===== src/shared/charger_flag_pkg.sv =====
// Package for the charger event flag latch: register offsets, field positions, carriers.
// Assumes a single system clock and an active-low asynchronous reset.
`default_nettype none
package charger_flag_pkg;
  localparam logic [7:0] ADDR_LIVE_STATUS = 8'h02;
  localparam logic [7:0] ADDR_EVENT_FLAGS = 8'h01;
  localparam int BIT_SYSMIN_EVT = 5;
  localparam int BIT_INPUT_LOOP_EVT = 4;
  localparam int BIT_THERMAL_EVT = 3;
  localparam int BIT_INPUT_DETAIL_EVT = 2;
  localparam int BIT_CHARGER_EVT = 1;
  localparam int BIT_THERMISTOR_EVT = 0;
  localparam int BIT_INPUT_MIN_V = 6;
  localparam int BIT_INPUT_ILIM = 5;
  localparam int BIT_SYSMIN = 4;
  localparam int BIT_THERMAL = 3;
  localparam logic [7:0] FLAGS_RESET = 8'h00;
  localparam logic [7:0] READ_DATA_RESET = 8'h00;
  localparam int INPUT_DETAIL_W = 2;
  localparam int CHARGER_DETAIL_W = 4;
  localparam int THERMISTOR_DETAIL_W = 3;

  typedef struct packed {
    logic sysmin_loop_active;
    logic input_min_voltage_loop_active;
    logic input_current_limit_active;
    logic thermal_reg_active;
    logic [INPUT_DETAIL_W-1:0] input_detail;
    logic [CHARGER_DETAIL_W-1:0] charger_state_detail;
    logic [THERMISTOR_DETAIL_W-1:0] thermistor_detail;
  } charger_status_t;

  localparam int STATUS_W = $bits(charger_status_t);
  localparam logic [STATUS_W-1:0] STATUS_RESET = '0;
endpackage : charger_flag_pkg
`default_nettype wire


===== src/hdl/status_sync.sv =====
// Two-flop synchroniser for the analogue-side status bits.
// Assumes inputs come from outside the system clock domain.
`default_nettype none
module status_sync #(
  parameter int WIDTH = 13
) (
  input wire logic i_clk_sys,
  input wire logic i_rst_n,
  input wire logic i_ce,
  input wire logic [WIDTH-1:0] i_async,
  output logic [WIDTH-1:0] o_sync
);
  logic [WIDTH-1:0] meta_q;
  logic [WIDTH-1:0] meta_d;
  logic [WIDTH-1:0] sync_q;
  logic [WIDTH-1:0] sync_d;

  // A zero-width synchroniser has nothing to carry
  if (WIDTH < 1) begin : g_width_check
    $error("status_sync WIDTH must be at least 1");
  end

  always_comb begin
    meta_d = i_ce ? i_async : meta_q;
    sync_d = i_ce ? meta_q : sync_q;
  end

  always_ff @(posedge i_clk_sys or negedge i_rst_n) begin
    if (!i_rst_n) begin
      meta_q <= '0;
      sync_q <= '0;
    end else begin
      meta_q <= meta_d;
      sync_q <= sync_d;
    end
  end

  assign o_sync = sync_q;
endmodule : status_sync
`default_nettype wire


===== src/hdl/charger_event_flag_latch.sv =====
// Latched change flags for the charger and power-path status, cleared by reading them.
// Assumes a simple synchronous register read port in the system clock domain.
// How it works
// - Flag bit 5 sets whenever the minimum-system-voltage loop status changes.
// - Flag bit 4 sets when input min-voltage or current-limit loop status changes.
// - Flag bit 3 sets when the thermal-regulation status rises or falls; holds until read.
// - Flag bit 3 follows every transition of the thermal-regulation status bit.
// - Flag bit 2 sets when the two-bit input detail field changes value.
// - Flag bit 1 sets when the four-bit charger detail field changes value.
// - Flag bit 0 sets when the three-bit thermistor detail field changes value.
`default_nettype none
module charger_event_flag_latch
  import charger_flag_pkg::*;
(
  input wire logic i_clk_sys,
  input wire logic i_rst_n,
  input wire logic i_ce,
  input wire charger_flag_pkg::charger_status_t i_status,
  input wire logic i_rd_en,
  input wire logic [7:0] i_rd_addr,
  output logic [7:0] o_rd_data,
  output logic o_rd_valid,
  output logic [7:0] o_event_flags
);
  import charger_flag_pkg::*;

  charger_status_t sync_w;
  charger_status_t prev_q;
  charger_status_t prev_d;
  logic primed_q;
  logic primed_d;
  logic [7:0] flags_q;
  logic [7:0] flags_d;
  logic [7:0] rd_data_q;
  logic [7:0] rd_data_d;
  logic rd_valid_q;
  logic rd_valid_d;
  logic [7:0] events;
  logic [7:0] live;

  function automatic logic changed(input logic [3:0] a, input logic [3:0] b);
    changed = (a != b);
  endfunction : changed

  status_sync #(.WIDTH(STATUS_W)) u_sync (
    .i_clk_sys(i_clk_sys),
    .i_rst_n(i_rst_n),
    .i_ce(i_ce),
    .i_async(i_status),
    .o_sync(sync_w)
  );

  always_comb begin
    events = 8'h00;
    // No events until a reference sample exists, so reset does not look like a change
    if (primed_q) begin
      events[BIT_SYSMIN_EVT] = sync_w.sysmin_loop_active ^ prev_q.sysmin_loop_active;
      events[BIT_INPUT_LOOP_EVT] =
        (sync_w.input_min_voltage_loop_active ^ prev_q.input_min_voltage_loop_active) |
        (sync_w.input_current_limit_active ^ prev_q.input_current_limit_active);
      // Both edges count: the flag marks any change of the regulation status
      events[BIT_THERMAL_EVT] = sync_w.thermal_reg_active ^ prev_q.thermal_reg_active;
      events[BIT_INPUT_DETAIL_EVT] = changed({2'h0, sync_w.input_detail},
                                             {2'h0, prev_q.input_detail});
      events[BIT_CHARGER_EVT] = changed(sync_w.charger_state_detail,
                                        prev_q.charger_state_detail);
      events[BIT_THERMISTOR_EVT] = changed({1'b0, sync_w.thermistor_detail},
                                           {1'b0, prev_q.thermistor_detail});
    end
    live = 8'h00;
    live[BIT_INPUT_MIN_V] = sync_w.input_min_voltage_loop_active;
    live[BIT_INPUT_ILIM] = sync_w.input_current_limit_active;
    live[BIT_SYSMIN] = sync_w.sysmin_loop_active;
    live[BIT_THERMAL] = sync_w.thermal_reg_active;
    live[THERMISTOR_DETAIL_W-1:0] = sync_w.thermistor_detail;
  end

  always_comb begin
    prev_d = prev_q;
    primed_d = primed_q;
    flags_d = flags_q;
    rd_data_d = rd_data_q;
    rd_valid_d = 1'b0;
    if (i_ce) begin
      prev_d = sync_w;
      primed_d = 1'b1;
      rd_valid_d = i_rd_en;
      if (i_rd_en) begin
        case (i_rd_addr)
          ADDR_EVENT_FLAGS: begin
            rd_data_d = flags_q;
            // Read clears all; a same-cycle event re-sets its bit
            flags_d = events;
          end
          ADDR_LIVE_STATUS: begin
            rd_data_d = live;
            flags_d = flags_q | events;
          end
          default: begin
            rd_data_d = 8'h00;
            flags_d = flags_q | events;
          end
        endcase
      end else begin
        flags_d = flags_q | events;
      end
    end
  end

  always_ff @(posedge i_clk_sys or negedge i_rst_n) begin
    if (!i_rst_n) begin
      prev_q <= STATUS_RESET;
      primed_q <= 1'b0;
      flags_q <= FLAGS_RESET;
      rd_data_q <= READ_DATA_RESET;
      rd_valid_q <= 1'b0;
    end else begin
      prev_q <= prev_d;
      primed_q <= primed_d;
      flags_q <= flags_d;
      rd_data_q <= rd_data_d;
      rd_valid_q <= rd_valid_d;
    end
  end

  assign o_rd_data = rd_data_q;
  assign o_rd_valid = rd_valid_q;
  assign o_event_flags = flags_q;
endmodule : charger_event_flag_latch
`default_nettype wire


===== config.mk =====
export PLATFORM = sky130hd
export DESIGN_NAME = charger_event_flag_latch
export DESIGN_NICKNAME = d
export VERILOG_FILES = /design/src/shared/charger_flag_pkg.sv /design/src/hdl/status_sync.sv /design/src/hdl/charger_event_flag_latch.sv
export SDC_FILE = /design/constraint.sdc
export NUM_CORES = 1
export LEC_CHECK = 0
export ABC_AREA = 0
export BUFFER_PORTS_ARGS = -buffer_cell sky130_fd_sc_hd__buf_2
export CORE_AREA = 3 3 73 75
export DETAILED_ROUTE_END_ITERATION = 8
export DIE_AREA = 0 0 76 78
export HOLD_SLACK_MARGIN = 0.05
export PLACE_DENSITY = 0.71
export SYNTH_ARGS = -nofsm -noshare
export SYNTH_HDL_FRONTEND = slang
export SYNTH_HIERARCHICAL = 1
export SYNTH_SLANG_ARGS = --single-unit

===== constraint.sdc =====
create_clock -name i_clk_sys -period 2.1 [get_ports i_clk_sys]
set_clock_uncertainty 0.15 [all_clocks]
set_input_delay 0.105 -clock i_clk_sys [delete_from_list [all_inputs] [get_ports i_clk_sys]]
set_output_delay 0.105 -clock i_clk_sys [all_outputs]
set_load 0.01 [all_outputs]

==> flow_summary_export.csv <==
group,metric,value,unit
run_status,outcome,"finished clean",
place,place.detailed.hpwl,2940,um
clock_network,path_clk_slew,0.10,ns
worst_setup_path,cp-start-kind,"input pin",
synth,netlist_instances,150,
floorplanning,coreArea,4720,um2
route,wire_per_inst,14.8,um
pwr,p_per_area,772,nW/um2
clock_network,cts_tree,"built",
cells_and_area,drive_gt1_share,44.8,%
route,ant_nets,0,
global_routing,grt_max_degree,30,
floorplanning,rows,25,
worst_setup_path,cp.arrival,1.80,ns
synth,yosysTopAreaCellShare,58.6,%
cells_and_area,n_antenna_cell,0,
timing,hold_viol,0,
worst_setup_path,cp_max_fo,6,
timing,hold_slack,0.145,ns
timing,tns,0,ns
route,drt_pass1_iterations,4,
synth,ys_seq_area_share,58.6,%
floorplanning,die_h,78,um
synth,yosysTopAreaCell,"dfrtp_1",
route,via_per_inst,4.98,
synth,synthTopCellsByArea,"dfrtp_1 59%, mux2_4 13%, mux2_2 9.1%",
synth,ys_seq_elements,55,
timing,worst_pin_slew,0.611,ns
pwr,comb_power_share,15.2,%
pwr,p_leak,1.32,nW
clock_network,htree_levels,2,
worst_setup_path,worst_setup_path_end_kind,"flop",
clock_network,clock_sinks,55,
route,drc,0,
pwr,p_int,1.66,mW
worst_setup_path,criticalPathCategory,"in2reg",
synth,avgSynthCellArea,15.7,um2
clock_network,cts-root-buf,"clkbuf_8",
clock_network,ctsLongestPathBuffers,2,
cells_and_area,fin_area,2860,um2
global_routing,antenna_found_initial,0,
clock_network,cts_hold_buf,16,
global_routing,grt.total_usage,15.1,%
worst_setup_path,reg2regPathDepth,3,
clock_network,cts_buffers,5,
floorplanning,pin_count,42,
clock_network,cts_setup_buffers,0,
timing,max-slew-margin-rel,58.9,%
pwr,pwr-share-seq,57.4,%
timing,slew_violations,0,
worst_setup_path,cp.required,2.16,ns
floorplanning,die_w,76,um
route,num_vias,1380,
synth,ys_warn_count,6,
global_routing,grt_pass1_vias,1455,
route,routed_wirelength,4110,um
run,drv_cap,0,
pwr,ir_worst_vdd,0.000441,V
clock_network,insertion_delay,0.30,ns
global_routing,grt-ovfl-total,0,
pwr,clock_power_share,27.4,%
worst_hold_path,hp-class,"in2reg",
timing,fin_crit_sh,83.0,%
timing,rsz0062_at_grt,"false",
route,drt_iter0_drc,67,
place,portBuffers,39,
worst_setup_path,crit_end,"o_event_flags[4]$_DFFE_PN0P_",
worst_setup_path,reg2reg_from,"prev_q[6]$_DFFE_PN0P_",
synth,synth_cell_type_count,29,
place,dpl-instance-area,2600,um2
cells_and_area,final_nets,234,
timing,period_needed,1.74,ns
worst_setup_path,ff2ff_setup_slack,0.76,ns
cells_and_area,syn2layout_area_growth,21.5,%
worst_setup_path,cp-startpoint,"i_ce",
pwr,power_switching,0.547,mW
global_routing,grt_pass1_wl,7170,um
floorplanning,start_util,49.7,%
timing,fmax,574,MHz
pwr,switching_share,24.8,%
clock_network,postCtsResizedCells,0,
place,place_congestion,0.802,
floorplanning,die_area,5930,um2
timing,setup_viol,0,
synth,synth_area,2350,um2
worst_setup_path,r2r_end,"o_event_flags[1]$_DFFE_PN0P_",
[cells in the final DEF (no fill, tap or decap), drive strengths merged]
cell type	n
or4	2
nand2	2
nor3	1
or2	1
clkinvlp	1
nor4b	1
a22o	1
buf	43
xnor2	6
and2	7
a21o	2
a221o	6
inv	2
o2bb2ai	4
nor4	2
dlygate4sd3	16
dfrtp	55
a21oi	2
nand4bb	1
xor2	7
clkinv	1
conb	2
clkbuf	6
mux2	39
[power by group through the flow]
stage,clock (mW),combinational [mW],sequential [mW]
6_report,0.604,0.335,1.27
3_3_place_gp,0,0.304,1.28
4_1_cts,0.626,0.341,1.27
5_1_grt,0.663,0.371,1.28
2_1_floorplan,0,0.245,1.26
3_5_place_dp,0,0.317,1.29
[synth_stat cells (all sizes together)]
library cell	instances
dfrtp	55
mux2	39
and2	7
xor2	7
a221o	6
buf	6
xnor2	6
o2bb2ai	4
a21o	2
a21oi	2
clkbuf	2
inv	2
nand2	2
nor4	2
or4	2
a22o	1
conb	1
nand4bb	1
nor3	1
nor4b	1
or2	1
[cells by family after synthesis]
group | synth area share, %
DFF | 58.6
muxes | 21.9
and+or+nand+nor | 5.38
AOI/OAI and AO/OA | 5.48
xor gates and xnor gates | 4.85
buffers and inverters | 3.67
other | 0.160
[metal layers]
layer / vias up / track usage [%] / part of all wire (%)
met2: 45 / 24.8 / 47
li1: 645 / - / -
met4: 0 / 4.35 / 0.83
met1: 685 / 19.9 / 46
met5: - / 0 / 0
met3: 5 / 4.06 / 6.2
[sequential cells by signal (all words and copies together) (netlist names)]
register       flops
o_rd_valid         1
o_rd_data          8
o_event_flags      6
u_sync/o_sync     13
primed_q           1
prev_q            13
u_sync/meta_q     13
[critical path, stage by stage]
cell           delay, ns
dlygate4sd3_1       0.52
buf_2               0.18
nand4bb_1           0.19
or4_1               0.57
a21o_1              0.22
[layout make-up]
| type | count | area (um2) |
|---|---|---|
| Sequential cell | 55 | 1380 |
| Clock buffer | 6 | 82.6 |
| Tap cell | 67 | 83.8 |
| Inverter | 2 | 7.51 |
| Fill cell | 384 | 1870 |
| Multi-Input combinational cell | 86 | 891 |
| Timing Repair Buffer | 59 | 398 |
| Clock inverter | 2 | 16.3 |
[through the flow]
stage	power, mW	worst slack (ns)	utilization (%)	cells
5_1_grt	2.32	0.283	60.5	277
2_1_floorplan	1.51	0.412	-	151
4_1_cts	2.23	0.360	60.5	277
3_5_place_dp	1.60	0.250	55.0	253
3_3_place_gp	1.58	0.273	55.0	253
6_report	2.20	0.358	60.5	277
[how the worst min path moves through the flow]
stage                  from                            to  slack, ns  cells after the start
3_3_place_gp        i_rst_n      o_rd_data[0]$_DFFE_PN0P_      -0.02                      1
4_1_cts        i_rd_addr[0]      o_rd_data[6]$_DFFE_PN0P_       0.13                      4
2_1_floorplan       i_rst_n  o_event_flags[0]$_DFFE_PN0P_      -0.34                      0
6_report       i_rd_addr[0]      o_rd_data[6]$_DFFE_PN0P_       0.15                      4
5_1_grt        i_rd_addr[0]      o_rd_data[6]$_DFFE_PN0P_       0.17                      4
3_5_place_dp        i_rst_n      o_rd_data[0]$_DFFE_PN0P_      0.002                      1
Power figures use the tool's default switching activity.
